<file path="config.mk">
export PLATFORM = sky130hd
export DESIGN_NAME = avcm_top
export DESIGN_NICKNAME = d
export VERILOG_FILES = /design/src/hdl/avcm_in_map.v /design/src/hdl/avcm_out_map.v /design/src/hdl/avcm_top.v
export VERILOG_INCLUDE_DIRS = /design/src /design/src/hdl
export SDC_FILE = /design/constraint.sdc
export NUM_CORES = 1
export LEC_CHECK = 0
export ABC_CLOCK_PERIOD_IN_PS = 5100
export BUFFER_PORTS_ARGS = -buffer_cell sky130_fd_sc_hd__buf_4
export CAP_MARGIN = 25
export CORE_MARGIN = 8
export CORE_UTILIZATION = 42
export CTS_BUF_LIST = sky130_fd_sc_hd__clkbuf_4
export DETAILED_ROUTE_END_ITERATION = 8
export MAX_ROUTING_LAYER = met4
export PLACE_DENSITY = 0.59
export SYNTH_ARGS = -nofsm -noshare
export SYNTH_HDL_FRONTEND = slang
export SYNTH_SLANG_ARGS = --single-unit
export TNS_END_PERCENT = 5
</file>
<file path="constraint.sdc">
create_clock -name ref_clk -period 5.1 [get_ports ref_clk]
set_input_delay 0.765 -clock ref_clk [delete_from_list [all_inputs] [get_ports ref_clk]]
set_output_delay 0.765 -clock ref_clk [all_outputs]
set_load 0.01 [all_outputs]
</file>
<file path="src/hdl/avcm_consts.vh">
// Constant definitions for the analog value code mapper
`ifndef AVCM_CONSTS_VH
`define AVCM_CONSTS_VH

// Special result codes
`define AVCM_CODE_OVF 16'h7fff
`define AVCM_CODE_UDF 16'h8000
`define AVCM_CODE_ZERO 16'h0000
// Top of overdrive range, 32511
`define AVCM_CODE_ODR 16'h7eff
// Sign bit position
`define AVCM_SIGN_BIT 15
// Lowest used output bit, 12 bit plus sign
`define AVCM_OUT_LSB 3

// Linear scale: raw full scale 4096 -> 27648 = raw * 27 / 4
`define AVCM_VSCALE_MUL 6'h1b
`define AVCM_VSCALE_SHR 2

// Thermometer limits in 0.01 degree, 18 bit two's complement
`define AVCM_T_C_HI 18'h03c8c
`define AVCM_T_C_LO 18'h3c75c
`define AVCM_T_F_HI 18'h0797c
`define AVCM_T_F_LO 18'h3a68c

// Mode byte fields
`define AVCM_TYPE_MSB 7
`define AVCM_TYPE_LSB 4
`define AVCM_RANGE_MSB 3
`define AVCM_RANGE_LSB 0

// Measuring and output types
`define AVCM_TYPE_OFF 4'h0
`define AVCM_TYPE_VOLT 4'h1
`define AVCM_TYPE_RES 4'h4
`define AVCM_TYPE_RTD 4'h8

// Ranges
`define AVCM_RNG_OFF 4'h0
`define AVCM_RNG_10V 4'h8
`define AVCM_RNG_10K 4'h9
`define AVCM_RNG_PT 4'h0

// Power-on modes
`define AVCM_IN_MODE_RST 8'h80
`define AVCM_OUT_MODE_RST 8'h18

// Timing
`define AVCM_CLK_NS 50
`define AVCM_TMO_NS 1000000

`endif

</file>
<file path="src/hdl/avcm_in_map.v">
// Input result to signed 16-bit word mapping for one channel
`timescale 1ns/1ps
`include "avcm_consts.vh"
module avcm_in_map #(
  parameter RAW_W = 18
) (
  input wire [7:0] mode,
  input wire signed [RAW_W-1:0] raw,
  input wire fahr,
  input wire analog_on,
  output reg [15:0] word
);
  localparam signed [RAW_W+5:0] LIM_ODR = {{(RAW_W-10){1'b0}}, `AVCM_CODE_ODR};
  localparam signed [RAW_W-1:0] T_C_HI = `AVCM_T_C_HI;
  localparam signed [RAW_W-1:0] T_C_LO = `AVCM_T_C_LO;
  localparam signed [RAW_W-1:0] T_F_HI = `AVCM_T_F_HI;
  localparam signed [RAW_W-1:0] T_F_LO = `AVCM_T_F_LO;

  wire [3:0] ty = mode[`AVCM_TYPE_MSB:`AVCM_TYPE_LSB];
  wire [3:0] rg = mode[`AVCM_RANGE_MSB:`AVCM_RANGE_LSB];
  wire signed [RAW_W+5:0] prod = raw * $signed(`AVCM_VSCALE_MUL);
  wire signed [RAW_W+5:0] scaled = prod >>> `AVCM_VSCALE_SHR;
  wire signed [RAW_W-1:0] t_hi = fahr ? T_F_HI : T_C_HI;
  wire signed [RAW_W-1:0] t_lo = fahr ? T_F_LO : T_C_LO;
  wire lin_ok = (ty == `AVCM_TYPE_VOLT && rg == `AVCM_RNG_10V) ||
                (ty == `AVCM_TYPE_RES && rg == `AVCM_RNG_10K);
  wire rtd_ok = (ty == `AVCM_TYPE_RTD && rg == `AVCM_RNG_PT);

  always @* begin
    word = `AVCM_CODE_OVF;
    if (!analog_on || !(lin_ok || rtd_ok)) begin
      word = `AVCM_CODE_OVF;
    end else if (lin_ok) begin
      if (scaled[RAW_W+5])
        word = `AVCM_CODE_ZERO;
      else if (scaled > LIM_ODR)
        word = `AVCM_CODE_OVF;
      else
        word = scaled[15:0];
    end else begin
      // Temperature already linearised in the selected unit
      if (raw > t_hi)
        word = `AVCM_CODE_OVF;
      else if (raw < t_lo)
        word = `AVCM_CODE_UDF;
      else
        word = raw[15:0];
    end
  end
endmodule

</file>
<file path="src/hdl/avcm_out_map.v">
// Output word to converter code mapping for one channel
`timescale 1ns/1ps
`include "avcm_consts.vh"
module avcm_out_map #(
  parameter DAC_W = 12
) (
  input wire [7:0] mode,
  input wire [15:0] word,
  output reg [DAC_W-1:0] code
);
  wire [3:0] ty = mode[`AVCM_TYPE_MSB:`AVCM_TYPE_LSB];
  wire [3:0] rg = mode[`AVCM_RANGE_MSB:`AVCM_RANGE_LSB];
  wire ok = (ty == `AVCM_TYPE_VOLT && rg == `AVCM_RNG_10V);

  always @* begin
    code = {DAC_W{1'b0}};
    // Sign set covers underdrive and underflow alike
    if (!ok || word[`AVCM_SIGN_BIT] || word > `AVCM_CODE_ODR)
      code = {DAC_W{1'b0}};
    else
      code = word[`AVCM_SIGN_BIT-1 -: DAC_W];
  end
endmodule

</file>
<file path="src/hdl/avcm_top.v">
// Analog value code mapper: channel scheduling, modes and result words
`timescale 1ns/1ps
`include "avcm_consts.vh"
module avcm_top #(
  parameter RAW_W = 18,
  parameter DAC_W = 12,
  parameter TMO_CYC = `AVCM_TMO_NS / `AVCM_CLK_NS
) (
  input wire ref_clk,
  input wire sys_rst,
  input wire cfg_load,
  input wire [31:0] cfg_in_mode,
  input wire [15:0] cfg_out_mode,
  input wire temp_fahr,
  input wire analog_on,
  input wire [31:0] out_words,
  input wire adc_done,
  input wire signed [RAW_W-1:0] adc_raw,
  output reg adc_req_q,
  output reg [1:0] adc_chan_q,
  output reg [63:0] in_words_q,
  output reg [4*1-1:0] in_fresh_q,
  output reg [2*DAC_W-1:0] dac_codes_q,
  output reg dac_load_q,
  output reg dac_chan_q,
  output reg [5:0] cfg_err_q,
  output reg conv_tmo_q,
  output reg cycle_done_q
);
  localparam N_IN = 4;
  localparam [2:0] SLOT_LAST = 3'h5;
  localparam [31:0] TMO_LIM = TMO_CYC;

  localparam [2:0] S_START = 3'h0;
  localparam [2:0] S_PICK = 3'h1;
  localparam [2:0] S_WAIT = 3'h2;
  localparam [2:0] S_STORE = 3'h3;
  localparam [2:0] S_OUT = 3'h4;
  localparam [2:0] S_END = 3'h5;

  //////////////////////////////////////////////////////////////////////
  // Channel modes

  reg [31:0] in_mode_q;
  reg [15:0] out_mode_q;
  reg fahr_q;

  always @(posedge ref_clk) begin
    if (sys_rst) begin
      in_mode_q <= {N_IN{`AVCM_IN_MODE_RST}};
      out_mode_q <= {2{`AVCM_OUT_MODE_RST}};
      fahr_q <= 1'b0;
    end else if (cfg_load) begin
      // New modes apply from the next slot; only fahr_q also changes a conversion already running
      in_mode_q <= cfg_in_mode;
      out_mode_q <= cfg_out_mode;
      fahr_q <= temp_fahr;
    end
  end

  // Mode checks, repeated for error flags
  function mode_bad;
    input [7:0] m;
    input is_out;
    reg [3:0] ty;
    reg [3:0] rg;
    begin
      ty = m[`AVCM_TYPE_MSB:`AVCM_TYPE_LSB];
      rg = m[`AVCM_RANGE_MSB:`AVCM_RANGE_LSB];
      if (ty == `AVCM_TYPE_OFF && rg == `AVCM_RNG_OFF)
        mode_bad = 1'b0;
      else if (is_out)
        mode_bad = !(ty == `AVCM_TYPE_VOLT && rg == `AVCM_RNG_10V);
      else
        mode_bad = !((ty == `AVCM_TYPE_VOLT && rg == `AVCM_RNG_10V) ||
                     (ty == `AVCM_TYPE_RES && rg == `AVCM_RNG_10K) ||
                     (ty == `AVCM_TYPE_RTD && rg == `AVCM_RNG_PT));
    end
  endfunction

  function mode_off;
    input [7:0] m;
    begin
      mode_off = (m[`AVCM_TYPE_MSB:`AVCM_TYPE_LSB] == `AVCM_TYPE_OFF);
    end
  endfunction

  //////////////////////////////////////////////////////////////////////
  // Slot scheduler

  reg [2:0] state_q;
  reg [2:0] state_d;
  reg [2:0] slot_q;
  reg [2:0] slot_d;
  reg [31:0] tmo_q;
  reg signed [RAW_W-1:0] raw_q;
  reg tmo_hit_q;
  reg [7:0] slot_mode_q;
  reg slot_skip_q;

  wire [1:0] in_idx = slot_q[1:0];
  wire out_idx = slot_q[0];
  wire is_out_slot = (slot_q >= N_IN);
  wire [7:0] cur_in_mode = in_mode_q[in_idx*8 +: 8];
  wire [7:0] cur_out_mode = out_mode_q[out_idx*8 +: 8];
  wire cur_off = is_out_slot ? mode_off(cur_out_mode)
                             : mode_off(cur_in_mode);
  wire tmo_now = (tmo_q >= TMO_LIM - 1);

  always @* begin
    state_d = state_q;
    slot_d = slot_q;
    case (state_q)
      S_START: begin
        slot_d = 3'h0;
        state_d = S_PICK;
      end
      S_PICK: begin
        // Skipped output slots cost one cycle, skipped input slots two (S_PICK, S_STORE), instead of a conversion
        if (cur_off && !is_out_slot) begin
          state_d = S_STORE;
        end else if (cur_off) begin
          state_d = (slot_q == SLOT_LAST) ? S_END : S_PICK;
          slot_d = slot_q + 3'h1;
        end else if (is_out_slot) begin
          state_d = S_OUT;
        end else if (!analog_on) begin
          state_d = S_STORE;
        end else begin
          state_d = S_WAIT;
        end
      end
      S_WAIT: begin
        if (adc_done || tmo_now)
          state_d = S_STORE;
      end
      S_STORE: begin
        state_d = S_PICK;
        slot_d = slot_q + 3'h1;
      end
      S_OUT: begin
        state_d = (slot_q == SLOT_LAST) ? S_END : S_PICK;
        slot_d = slot_q + 3'h1;
      end
      S_END: begin
        state_d = S_START;
      end
      default: begin
        state_d = S_START;
        slot_d = 3'h0;
      end
    endcase
  end

  always @(posedge ref_clk) begin
    if (sys_rst) begin
      state_q <= S_START;
      slot_q <= 3'h0;
    end else begin
      state_q <= state_d;
      slot_q <= slot_d;
    end
  end

  // Mode frozen per slot, so a reload remaps a running conversion only through fahr_q, which is not frozen
  always @(posedge ref_clk) begin
    if (sys_rst) begin
      slot_mode_q <= 8'h0;
      slot_skip_q <= 1'b0;
    end else if (state_q == S_PICK) begin
      slot_mode_q <= is_out_slot ? cur_out_mode : cur_in_mode;
      // No conversion ran, so raw_q is stale and is never mapped
      slot_skip_q <= (state_d != S_WAIT);
    end
  end

  //////////////////////////////////////////////////////////////////////
  // Converter handshake

  always @(posedge ref_clk) begin
    if (sys_rst) begin
      adc_req_q <= 1'b0;
      adc_chan_q <= 2'h0;
      tmo_q <= 32'h0;
      raw_q <= {RAW_W{1'b0}};
      tmo_hit_q <= 1'b0;
    end else begin
      adc_req_q <= 1'b0;
      if (state_q == S_PICK) begin
        // Cleared every slot, so a skipped channel shows no old timeout
        tmo_q <= 32'h0;
        tmo_hit_q <= 1'b0;
        if (state_d == S_WAIT) begin
          adc_req_q <= 1'b1;
          adc_chan_q <= in_idx;
        end
      end else if (state_q == S_WAIT) begin
        // Timeout keeps a dead converter from stalling the whole pass
        tmo_q <= tmo_q + 32'h1;
        if (adc_done)
          raw_q <= adc_raw;
        else if (tmo_now)
          tmo_hit_q <= 1'b1;
      end
    end
  end

  //////////////////////////////////////////////////////////////////////
  // Result mapping

  wire [15:0] map_word;
  wire [DAC_W-1:0] map_code;
  // A silent converter or disabled channel is reported as an error
  wire [7:0] map_in_mode = (slot_skip_q || tmo_hit_q) ? 8'hff : slot_mode_q;

  avcm_in_map #(
    .RAW_W(RAW_W)
  ) avcm_in_map_i (
    .mode(map_in_mode),
    .raw(raw_q),
    .fahr(fahr_q),
    .analog_on(analog_on),
    .word(map_word)
  );

  avcm_out_map #(
    .DAC_W(DAC_W)
  ) avcm_out_map_i (
    .mode(slot_mode_q),
    .word(out_words[out_idx*16 +: 16]),
    .code(map_code)
  );

  always @(posedge ref_clk) begin
    if (sys_rst) begin
      in_words_q <= {N_IN{`AVCM_CODE_OVF}};
      in_fresh_q <= 4'h0;
      dac_codes_q <= {2*DAC_W{1'b0}};
      dac_load_q <= 1'b0;
      dac_chan_q <= 1'b0;
      conv_tmo_q <= 1'b0;
      cycle_done_q <= 1'b0;
    end else begin
      dac_load_q <= 1'b0;
      cycle_done_q <= 1'b0;
      if (state_q == S_START)
        in_fresh_q <= 4'h0;
      if (state_q == S_STORE) begin
        in_words_q[in_idx*16 +: 16] <= map_word;
        in_fresh_q[in_idx] <= 1'b1;
        conv_tmo_q <= tmo_hit_q;
      end
      // A deactivated output is skipped and keeps its last code
      if (state_q == S_OUT) begin
        dac_codes_q[out_idx*DAC_W +: DAC_W] <= map_code;
        dac_load_q <= 1'b1;
        dac_chan_q <= out_idx;
      end
      // One pulse per pass marks a coherent set of words
      if (state_q == S_END)
        cycle_done_q <= 1'b1;
    end
  end

  //////////////////////////////////////////////////////////////////////
  // Mode error flags

  integer k;
  reg [5:0] err_d;

  always @* begin
    err_d = 6'h0;
    for (k = 0; k < N_IN; k = k + 1)
      err_d[k] = mode_bad(in_mode_q[k*8 +: 8], 1'b0);
    for (k = 0; k < 2; k = k + 1)
      err_d[N_IN+k] = mode_bad(out_mode_q[k*8 +: 8], 1'b1);
  end

  always @(posedge ref_clk) begin
    if (sys_rst)
      cfg_err_q <= 6'h0;
    else
      cfg_err_q <= err_d;
  end
endmodule

</file>
==> impl_summary.txt, run 1 <==
----------------------------------------------------
[Route]
  Via-to-Cell Ratio ... 5.40
  Iteration-0 DRC Markers ... 531
  Total DRC errors in the routed layout ... 0
  Average wire per cell in the routed design ... 18.0 um
  Number of detailed-routing iterations run before antenna repair ... 7
  Routed wire length ... 36100 um
  Total number of vias ... 10.9k
  Antenna-violating nets left ... 0

[Place]
  Setup Slack @ Placement ... 0.466 ns
  Post-placement cell count ... 1902
  Post-DP HPWL ... 27100 um
  Count of buffers inserted at the top-level ports ... 202
  Routability-driven placement congestion ratio ... 0.908

[Power and ir drop]
  Total power divided by cell area ... 265 mW/mm2
  Worst IR drop on VDD ... 0.165 mV
  Leakage power total ... 6.19 nW

[STA]
  Min cycle time layout ... 4.70 ns
  Maximum frequency from static timing analysis ... 213 MHz
  Total count of max-transition violations in the final report ... 0
  Worst Skew ... 0.0474 ns
  Number of failing setup endpoints in the final timing report ... 0
  RSZ-0062 raised after global routing ... no
  Setup WS post-layout ... 0.404 ns
  Ratio of final minimum period to clock period ... 92.1%
  Post-Route Setup TNS ... 0 ns
  Worst relative slew slack ... 33.3%
  Actual slew at the worst max-slew pin ... 1.00 ns
  Final Hold Fails ... 0

[Logic synthesis]
  Ys flop type ... dfxtp_1
  Post-synthesis sequential element count ... 220
  Post-Syn Area ... 0.0122 mm2
  Fraction of registers with async set or reset after synthesis ... 0%
  Warnings, synthesis ... 0
  Number of unique standard cell types used by synthesis ... 78
  Gate count of the mapped netlist ... 1370
  Top cells by area, synth ... dfxtp_1 (36%), ha_1 (7.2%), fa_1 (5.1%), mux2i_1 (5.1%), nor2_1 (4.1%)
  Synth area leader ... dfxtp_1
  Net count after synthesis ... 1575
  Yosys top cell area share ... 36.0%
  Syn_area_per_cell ... 8.92 um2
  Sequential-to-total area share from yosys stat ... 36.0%
  Number of flops mapped to enable cells by yosys ... 0

[Worst setup path]
  Critical path type ... reg -> reg
  Required time at the worst-slack endpoint ... 5.58 ns
  Max FO, Critical Path ... 44
  Arrival time reported for the critical path endpoint ... 5.18 ns
  Number of cells on the worst reg-to-reg path ... 15
  Worst r2r src ... raw_q[11]$_SDFFE_PP0P_
  Critical Path Start Type ... flip-flop
  Critical Path Sink Type ... flip-flop
  Reg2reg setup slack ... 0.40 ns
  Capturing point of the worst reg2reg path ... in_words_q[42]$_SDFFE_PP1P_
  Critical path launch point ... raw_q[11]$_SDFFE_PP0P_

[Layout]
  Most common cell after layout, fill and taps aside ... buf_4
  Filler cells ... 2851
  Nets ... 1785
  Share of the core filled with cells ... 51.7%
  Fraction of final layout cells with drive strength greater than 1 ... 21.9%
  Commonest non-fill, non-tap cells in the layout ... buf_4 (222), dfxtp_1 (219), nor2_1 (135)
  Register area ... 0.00441 mm2
  Area growth from synthesis to layout ... 21.5%
  Multi-input gate area ... 0.00716 mm2
  Final instance count without filler cells ... 2011

[Floorplan]
  Initial Util ... 42.6%
  CORE AREA ... 0.0287 mm2
  Die area ... 0.0348 mm2
  Die width ... 187 um
  Number of I/O pins ... 209
  Row count ... 62
  Die outline height ... 187 um

[Global route]
  Via count of the first global-routing pass ... 10.8k
  Total congestion overflow after global routing ... 0
  Combined global-route utilization of all metal layers ... 20.5%
  Initial antenna violation count ... 5
  Pin count of the biggest net entering global routing ... 93
  First-pass GRT wire length ... 58100 um

[Clock tree]
  Count of hold-fix buffers inserted at cts ... 0
  CTS tree ... yes
  Post-CTS Setup Inserts ... 0
  Reg clk slew, reported paths ... 0.06 ns
  Post-cts gate resize count ... 0
  CTS H-tree lvls ... 2
  Clock Path Buffers ... 3
  Inserted Clock Buffers ... 59
  Latest clock arrival within the worst-skew pair ... 0.68 ns
  CTS Sinks ... 220
  Root buffer cell ... clkbuf_4

[Worst hold path]
  Number of stages on the worst hold path ... 2
  Hold-critical path endpoint ... dac_codes_q[10]$_SDFFE_PP0P_
  HP Start ... out_words[13]
  Worst Hold Class ... in -> reg

[Status]
  Result of the run ... finished clean

[Job]
  Max-cap viol count ... 0

----------------------------------------------------
==> report_power, final <==
| part | internal (W) | switching (W) | leakage (nW) |
|---|---|---|---|
| Clock | 0.000806 | 0.000734 | 0.440 |
| Sequential | 0.00177 | 0.0000677 | 1.79 |
| Combinational | 0.000246 | 0.000306 | 3.96 |
| Total | 0.00283 | 0.00111 | 6.19 |
==> worst max-delay path, cell delays in order (launching register included) <==
cell and delay [ns]:
dfxtp_1 0.44, inv_1 0.15, ha_1 0.35, fa_1 0.47
fa_1 0.52, inv_1 0.04, ha_1 0.41, a21oi_2 0.26
o21a_1 0.21, o211a_1 0.16, o22ai_1 0.07, a311oi_1 0.36
nand4_2 0.31, o31ai_4 0.34, buf_12 0.25, o211ai_1 0.13
==> sequential cells by signal, summed over array words and instances, names as in the netlist, 2 cells and up <==
name         count
slot_mode_q      8
out_mode_q      16
raw_q           18
dac_codes_q     24
in_mode_q       32
in_words_q      64
in_fresh_q       4
tmo_q           32
adc_chan_q       2
state_q          3
slot_q           3
cfg_err_q        6
==> synth_stat cells (4+ instances only) <==
cell type and n:
a221oi_1 5, buf_2 9, nor3b_1 4, a21o_1 5
and3_1 5, a211o_1 4, clkbuf_1 53, and2_1 12
buf_6 4, nand3_1 38, nand4_1 18, a22oi_1 48
mux4_2 8, nand2_1 119, mux2_2 7, a22o_1 8
a31oi_1 7, buf_1 9, o21a_1 5, nor3_1 20
nand4b_1 6, or3_1 7, mux2i_1 62, inv_1 87
o21ai_0 47, nor2_1 135, o221ai_1 15, nor4_1 14
nand2b_1 11, o31ai_1 4, fa_1 31, a21oi_1 82
nor2b_1 6, xnor2_1 20, nor4_2 5, a211oi_1 12
o211ai_1 53, xor2_1 27, ha_1 70, dfxtp_1 220
==> layout make-up <==
cell class,instances,area share [%]
Antenna cell,5,0.0842
Clock buffer,84,4.25
Clock inverter,19,0.699
Inverter,90,2.27
Multi-Input combinational cell,984,48.2
Sequential cell,220,29.7
Tap cell,384,3.24
Timing Repair Buffer,225,11.6
==> worst max path at each step <==
| stage | slack, ns | cells past startpoint | endpoint |
|---|---|---|---|
| detailed placement | 0.47 | 14 | in_words_q[2]$_SDFFE_PP1P_ |
| floorplan | 0.69 | 17 | in_words_q[24]$_SDFFE_PP1P_ |
| CTS | 0.37 | 15 | in_words_q[27]$_SDFFE_PP1P_ |
| global route | 0.08 | 15 | in_words_q[40]$_SDFFE_PP1P_ |
| finish | 0.40 | 15 | in_words_q[42]$_SDFFE_PP1P_ |
| global placement | 0.49 | 14 | in_words_q[0]$_SDFFE_PP1P_ |
==> routing by layer <==
layer | vias to the layer above | share of wire, % | track usage, %
met4 | 0 | 1.4 | 4.83
li1 | 5377 | - | -
met5 | - | 0 | -
met2 | 342 | 44 | 31.2
met1 | 5093 | 47 | 27.1
met3 | 41 | 6.9 | 5.35
==> per-stage QoR <==
step	hold WS [ns]	total power, W	cell area, um2
after global placement	0.439	0.00242	14100
after floorplan	0.458	0.00222	12200
after CTS	0.232	0.00399	14800
after detailed placement	0.448	0.00243	14100
final	0.295	0.00393	14900
after global routing	0.235	0.00416	14900
==> logic make-up after synthesis <==
group / after synthesis / synth area share [%]
AND/OR/NAND/NOR: 422 / 16.8
AO/OA/AOI/OAI: 336 / 18.8
flip-flops: 220 / 36.0
buffers and inverters: 166 / 5.47
adder cells (fa/ha/maj): 101 / 12.2
multiplexers: 78 / 7.29
XOR/XNOR: 47 / 3.37
Note: power is estimated with default switching activity, not from simulation.
==> inputs of run 2 (changes only) <==
- CORE_ASPECT_RATIO: unset -> 0.5
- PLACE_DENSITY: 0.59 -> 0.68
==> impl_summary.txt, run 2 (synthesized netlist as in run 1, its figures left out) <==
----------------------------------------------------
[Floorplan]
  Initial Util ... 42.4% (-0.13 points)
  Die width ... 257 um (+38%)
  CORE AREA ... 0.0288 mm2 (+0.31%)
  Number of I/O pins ... 209 (unchanged)
  Row count ... 44 (-29%)
  Die outline height ... 137 um (-27%)
  Die area ... 0.0351 mm2 (+0.95%)

[Layout]
  Fraction of final layout cells with drive strength greater than 1 ... 21.5% (-0.49 points)
  Final instance count without filler cells ... 1995 (-0.80%)
  Filler cells ... 2709 (-5.0%)
  Share of the core filled with cells ... 51.3% (-0.48 points)
  Area growth from synthesis to layout ... 20.8%
  Registers with the most flip-flops ... in_words_q x64, in_mode_q x32, tmo_q x32
  Commonest non-fill, non-tap cells in the layout ... dfxtp_1 (219), buf_4 (218), nor2_1 (135)
  Largest register FFs ... 64 (unchanged)
  Reg with most FFs ... in_words_q
  Nets ... 1775 (-0.56%)
  Most common cell after layout, fill and taps aside ... dfxtp_1

[Clock tree]
  Inserted Clock Buffers ... 52 (-12%)
  Latest clock arrival within the worst-skew pair ... 0.69 ns (about the same)
  CTS H-tree lvls ... 2 (unchanged)
  Count of hold-fix buffers inserted at cts ... 0 (unchanged)
  CTS tree ... yes
  CTS Sinks ... 220 (unchanged)
  Reg clk slew, reported paths ... 0.07 ns (about the same)
  Root buffer cell ... clkbuf_4
  Clock Path Buffers ... 3 (unchanged)

[Worst hold path]
  HP Start ... cfg_in_mode[15]
  Hold-critical path endpoint ... in_mode_q[15]$_SDFFE_PP1P_
  Number of stages on the worst hold path ... 3 (+1)
  Worst Hold Class ... in -> reg

[STA]
  Setup WS post-layout ... 0.362 ns (-0.0421 ns)
  Ratio of final minimum period to clock period ... 92.9% (+0.83 points)
  Worst Skew ... 0.0756 ns (+0.0281 ns)
  Final Hold Fails ... 0 (unchanged)
  RSZ-0062 raised after global routing ... no
  Total count of max-transition violations in the final report ... 0 (unchanged)
  Actual slew at the worst max-slew pin ... 1.14 ns (+0.143 ns)
  Maximum frequency from static timing analysis ... 211 MHz (-0.89%)
  Number of failing setup endpoints in the final timing report ... 0 (unchanged)
  Worst relative slew slack ... 22.7% (-11 points)
  Post-Route Setup TNS ... 0 ns (unchanged)
  Min cycle time layout ... 4.74 ns (+0.0421 ns)

[Global route]
  Pin count of the biggest net entering global routing ... 71 (-24%)
  Combined global-route utilization of all metal layers ... 20.1% (-0.41 points)
  First-pass GRT wire length ... 57400 um (-1.2%)
  Via count of the first global-routing pass ... 11.0k (+2.7%)
  Initial antenna violation count ... 1 (-4)
  Total congestion overflow after global routing ... 0 (unchanged)

[Route]
  Average wire per cell in the routed design ... 18.2 um (+1.1%)
  Routed wire length ... 36300 um (+0.32%)
  Total DRC errors in the routed layout ... 0 (unchanged)
  Antenna-violating nets left ... 0 (unchanged)
  Via-to-Cell Ratio ... 5.53 (+2.4%)
  Iteration-0 DRC Markers ... 707 (+33%)
  Number of detailed-routing iterations run before antenna repair ... 7 (unchanged)
  Total number of vias ... 11.0k (+1.6%)

[Worst setup path]
  Critical Path Start Type ... flip-flop
  Max FO, Critical Path ... 44 (unchanged)
  Critical path type ... reg -> reg
  Worst r2r src ... raw_q[8]$_SDFFE_PP0P_
  Required time at the worst-slack endpoint ... 5.64 ns (+0.06 ns)
  Arrival time reported for the critical path endpoint ... 5.28 ns (+0.10 ns)
  Capturing point of the worst reg2reg path ... in_words_q[59]$_SDFFE_PP1P_
  Reg2reg setup slack ... 0.36 ns (-0.04 ns)
  Number of cells on the worst reg-to-reg path ... 15 (unchanged)
  Critical Path Sink Type ... flip-flop

[Place]
  Post-DP HPWL ... 27400 um (+0.79%)
  Post-placement cell count ... 1904 (+0.11%)
  Count of buffers inserted at the top-level ports ... 202 (unchanged)
  Setup Slack @ Placement ... 0.407 ns (-0.0595 ns)
  Routability-driven placement congestion ratio ... 0.894 (-1.5%)

[Job]
  Max-cap viol count ... 0 (unchanged)

[Power and ir drop]
  Total power divided by cell area ... 259 mW/mm2 (-2.3%)
  Worst IR drop on VDD ... 0.141 mV (-14%)
  Leakage power total ... 6.13 nW (-1.1%)

[Status]
  Result of the run ... finished clean

----------------------------------------------------
## run 2: cell count changes in the layout (fill, tap and decap cells not counted), moves of 4 or more
| cell | previous run | this run |
|---|---|---|
| clkinv_1 | 16 | 10 |
| diode_2 | 5 | 1 |
| clkbuf_4 | 84 | 76 |
| buf_4 | 222 | 218 |
## run 2: what timing repair did
item,CTS,global route
setup buffers,0,0
endpoints found under the hold margin,0,0
gates resized for setup,0,2
setup endpoints to repair,0,20
## run 2: per-layer routing
layer / share of wire (%) / GRT usage (%) / routed length (um) / vias up
li1: - / - / - / 5343
met1: 44 / 24.7 / 15800 / 5337
met2: 50 / 34.4 / 18100 / 271
met3: 3.8 / 2.48 / 1370 / 73
met4: 2.7 / 7.07 / 992 / 0
met5: 0 / - / 0 / -
## run 2: through the flow
step | cell area (um2) | power, W | hold slack, ns
after floorplan | 12200 | 0.00222 | 0.458
after global placement | 14000 | 0.00240 | 0.441
after detailed placement | 14100 | 0.00242 | 0.448
after CTS | 14700 | 0.00383 | 0.261
after global routing | 14800 | 0.00400 | 0.282
final | 14800 | 0.00382 | 0.301
## run 2: how the worst max path moves through the flow
stage                      startpoint                          end  depth (start not counted)
3_3_place_gp   raw_q[11]$_SDFFE_PP0P_   in_words_q[2]$_SDFFE_PP1P_                         14
6_report        raw_q[8]$_SDFFE_PP0P_  in_words_q[59]$_SDFFE_PP1P_                         15
3_5_place_dp   raw_q[16]$_SDFFE_PP0P_   in_words_q[1]$_SDFFE_PP1P_                         15
2_1_floorplan  raw_q[17]$_SDFFE_PP0P_  in_words_q[24]$_SDFFE_PP1P_                         17
5_1_grt        raw_q[16]$_SDFFE_PP0P_  in_words_q[51]$_SDFFE_PP1P_                         15
4_1_cts        raw_q[16]$_SDFFE_PP0P_  in_words_q[49]$_SDFFE_PP1P_                         15
## run 2: power breakdown
group | leakage (nW) | total, W | switching, W | internal (W)
clock network | 0.381 | 0.00142 | 0.000692 | 0.000727
logic | 3.95 | 0.000565 | 0.000318 | 0.000248
registers | 1.79 | 0.00183 | 0.0000592 | 0.00177
total | 6.13 | 0.00382 | 0.00107 | 0.00275
## run 2: cell type report
class / instances / area, um2 / share of cell area [%]
Timing Repair Buffer: 222 / 1710 / 11.6
Antenna cell: 1 / 2.50 / 0.0170
Multi-Input combinational cell: 984 / 7170 / 48.6
Sequential cell: 220 / 4410 / 29.8
Inverter: 90 / 338 / 2.29
Clock inverter: 11 / 71.3 / 0.483
Clock buffer: 76 / 571 / 3.87
Tap cell: 391 / 489 / 3.31
## run 2: worst max-delay path, stage by stage (launching register included)
cell and delay (ns):
dfxtp_1 0.50, ha_1 0.34, fa_1 0.54, inv_1 0.05
fa_1 0.51, inv_1 0.04, ha_1 0.36, a21oi_1 0.32
nand2_1 0.13, o21ai_2 0.28, o21ai_0 0.15, xnor2_1 0.20
nor4_4 0.60, o31ai_4 0.15, buf_12 0.20, o211ai_1 0.21
==> inputs of run 3 (changes only) <==
- CORE_MARGIN: 8 -> 10
- GPL_ROUTABILITY_DRIVEN: unset -> 0
- PLACE_DENSITY: 0.68 -> 0.59
==> impl_summary.txt, run 3 (synthesized netlist as in run 1, its figures left out) <==
----------------------------------------------------
[Clock tree]
  Post-CTS Setup Inserts ... 0 (unchanged)
  CTS H-tree lvls ... 2 (unchanged)
  Latest clock arrival within the worst-skew pair ... 0.68 ns (about the same)
  CTS Sinks ... 220 (unchanged)
  CTS tree ... yes
  Clock Path Buffers ... 3 (unchanged)
  Reg clk slew, reported paths ... 0.07 ns (about the same)
  Count of hold-fix buffers inserted at cts ... 0 (unchanged)
  Root buffer cell ... clkbuf_4
  Inserted Clock Buffers ... 54 (+3.8%)
  Post-cts gate resize count ... 0 (unchanged)

[Layout]
  Fraction of final layout cells with drive strength greater than 1 ... 21.5% (+0.066 points)
  Commonest non-fill, non-tap cells in the layout ... buf_4 (221), dfxtp_1 (219), nor2_1 (135)
  Largest register FFs ... 64 (unchanged)
  Most common cell after layout, fill and taps aside ... buf_4
  Nets ... 1779 (+0.23%)
  Registers with the most flip-flops ... in_words_q x64, in_mode_q x32, tmo_q x32
  Area growth from synthesis to layout ... 21.0%
  Reg with most FFs ... in_words_q

[Global route]
  First-pass GRT wire length ... 58900 um (+2.5%)
  Initial antenna violation count ... 1 (unchanged)
  Pin count of the biggest net entering global routing ... 97 (+37%)
  Combined global-route utilization of all metal layers ... 20.1% (-0.087 points)
  Total congestion overflow after global routing ... 0 (unchanged)
  Via count of the first global-routing pass ... 10.9k (-0.91%)

[Worst setup path]
  Critical Path Sink Type ... flip-flop
  Critical path type ... reg -> reg
  Max FO, Critical Path ... 10 (-77%)
  Worst r2r src ... raw_q[16]$_SDFFE_PP0P_
  Required time at the worst-slack endpoint ... 5.60 ns (-0.04 ns)
  Arrival time reported for the critical path endpoint ... 5.33 ns (+0.05 ns)
  Reg2reg setup slack ... 0.27 ns (-0.09 ns)
  Critical Path Start Type ... flip-flop
  Capturing point of the worst reg2reg path ... in_words_q[0]$_SDFFE_PP1P_
  Number of cells on the worst reg-to-reg path ... 15 (unchanged)

[Worst hold path]
  HP Start ... cfg_in_mode[15]
  Number of stages on the worst hold path ... 3 (unchanged)
  Worst Hold Class ... in -> reg
  Hold-critical path endpoint ... in_mode_q[15]$_SDFFE_PP1P_

[Place]
  Count of buffers inserted at the top-level ports ... 202 (unchanged)
  Setup Slack @ Placement ... 0.367 ns (-0.0396 ns)
  Post-DP HPWL ... 27900 um (+1.8%)

[Floorplan]
  Die area ... 0.0367 mm2 (+4.5%)
  Number of I/O pins ... 209 (unchanged)
  CORE AREA ... 0.0288 mm2 (+0.19%)
  Die outline height ... 141 um (+2.9%)
  Die width ... 261 um (+1.6%)
  Initial Util ... 42.4% (-0.081 points)
  Row count ... 44 (unchanged)

[STA]
  Number of failing setup endpoints in the final timing report ... 0 (unchanged)
  Worst Skew ... 0.0342 ns (-0.0413 ns)
  Actual slew at the worst max-slew pin ... 1.03 ns (-0.119 ns)
  Total count of max-transition violations in the final report ... 0 (unchanged)
  Ratio of final minimum period to clock period ... 94.7% (+1.8 points)
  Setup WS post-layout ... 0.269 ns (-0.0927 ns)
  Maximum frequency from static timing analysis ... 207 MHz (-1.9%)
  Min cycle time layout ... 4.83 ns (+0.0927 ns)
  Final Hold Fails ... 0 (unchanged)
  Post-Route Setup TNS ... 0 ns (unchanged)
  Worst relative slew slack ... 31.2% (+8.5 points)
  RSZ-0062 raised after global routing ... no

[Route]
  Via-to-Cell Ratio ... 5.48 (-0.90%)
  Antenna-violating nets left ... 0 (unchanged)
  Routed wire length ... 36900 um (+1.6%)
  Total number of vias ... 11.0k (-0.45%)
  Average wire per cell in the routed design ... 18.4 um (+1.2%)
  Total DRC errors in the routed layout ... 0 (unchanged)
  Number of detailed-routing iterations run before antenna repair ... 5 (-2)
  Iteration-0 DRC Markers ... 833 (+18%)

[Power and ir drop]
  Worst IR drop on VDD ... 0.122 mV (-14%)
  Leakage power total ... 6.15 nW (+0.36%)
  Total power divided by cell area ... 258 mW/mm2 (-0.31%)

[Status]
  Result of the run ... finished clean

[Job]
  Max-cap viol count ... 0 (unchanged)

----------------------------------------------------
[run 3: cell count changes in the layout (fill, tap and decap cells not counted), sizes merged]
cell    change
buf         +2
bufinv      -1
clkbuf      +3
clkinv      +5
[run 3: area by class of cell]
cell class	instances	area [um2]
Inverter	90	338
Clock buffer	79	593
Clock inverter	15	60.1
Antenna cell	1	2.50
Timing Repair Buffer	224	1730
Multi-Input combinational cell	984	7160
Sequential cell	220	4410
Fill cell	2751	14100
Tap cell	391	489
[run 3: routing by layer]
metal | global-route usage [%] | up-vias | wire length [um]
li1 | - | 5369 | -
met1 | 25.7 | 5316 | 16800
met2 | 33.0 | 257 | 18000
met3 | 3.35 | 32 | 1690
met4 | 3.99 | 0 | 379
met5 | - | - | 0
[run 3: how the worst max path moves through the flow]
| stage | endpoint | cells past startpoint | from |
|---|---|---|---|
| 2_1_floorplan | in_words_q[24]$_SDFFE_PP1P_ | 17 | raw_q[17]$_SDFFE_PP0P_ |
| 3_3_place_gp | in_words_q[1]$_SDFFE_PP1P_ | 15 | raw_q[16]$_SDFFE_PP0P_ |
| 3_5_place_dp | in_words_q[2]$_SDFFE_PP1P_ | 15 | raw_q[16]$_SDFFE_PP0P_ |
| 4_1_cts | in_words_q[0]$_SDFFE_PP1P_ | 15 | raw_q[16]$_SDFFE_PP0P_ |
| 5_1_grt | in_words_q[0]$_SDFFE_PP1P_ | 14 | raw_q[11]$_SDFFE_PP0P_ |
| 6_report | in_words_q[0]$_SDFFE_PP1P_ | 15 | raw_q[16]$_SDFFE_PP0P_ |
[run 3: report_power, final]
| group | internal (W) | switching [W] |
|---|---|---|
| clock | 0.000706 | 0.000711 |
| combinational | 0.000247 | 0.000312 |
| sequential | 0.00177 | 0.0000618 |
| total | 0.00273 | 0.00109 |
[run 3: worst max-delay path: stages (launching register included)]
cell	delay, ns
dfxtp_1	0.44
inv_1	0.07
ha_1	0.31
inv_1	0.06
fa_1	0.49
inv_1	0.05
fa_1	0.45
ha_1	0.48
nand4_1	0.22
or2_0	0.30
a211o_1	0.31
a31oi_1	0.24
o21a_1	0.19
o21ai_1	0.24
nor4_2	0.56
o221ai_1	0.24
[run 3: per-stage QoR]
step / utilization [%] / area, um2 / hold slack (ns) / instances / total power [W]
after floorplan: - / 12200 / 0.458 / 1370 / 0.00222
after global placement: 48.8 / 14100 / 0.441 / 1906 / 0.00241
after detailed placement: 48.8 / 14100 / 0.451 / 1907 / 0.00242
after CTS: 51.0 / 14700 / 0.245 / 2001 / 0.00385
after global routing: 51.2 / 14800 / 0.248 / 2004 / 0.00401
final: 51.2 / 14800 / 0.311 / 2004 / 0.00381
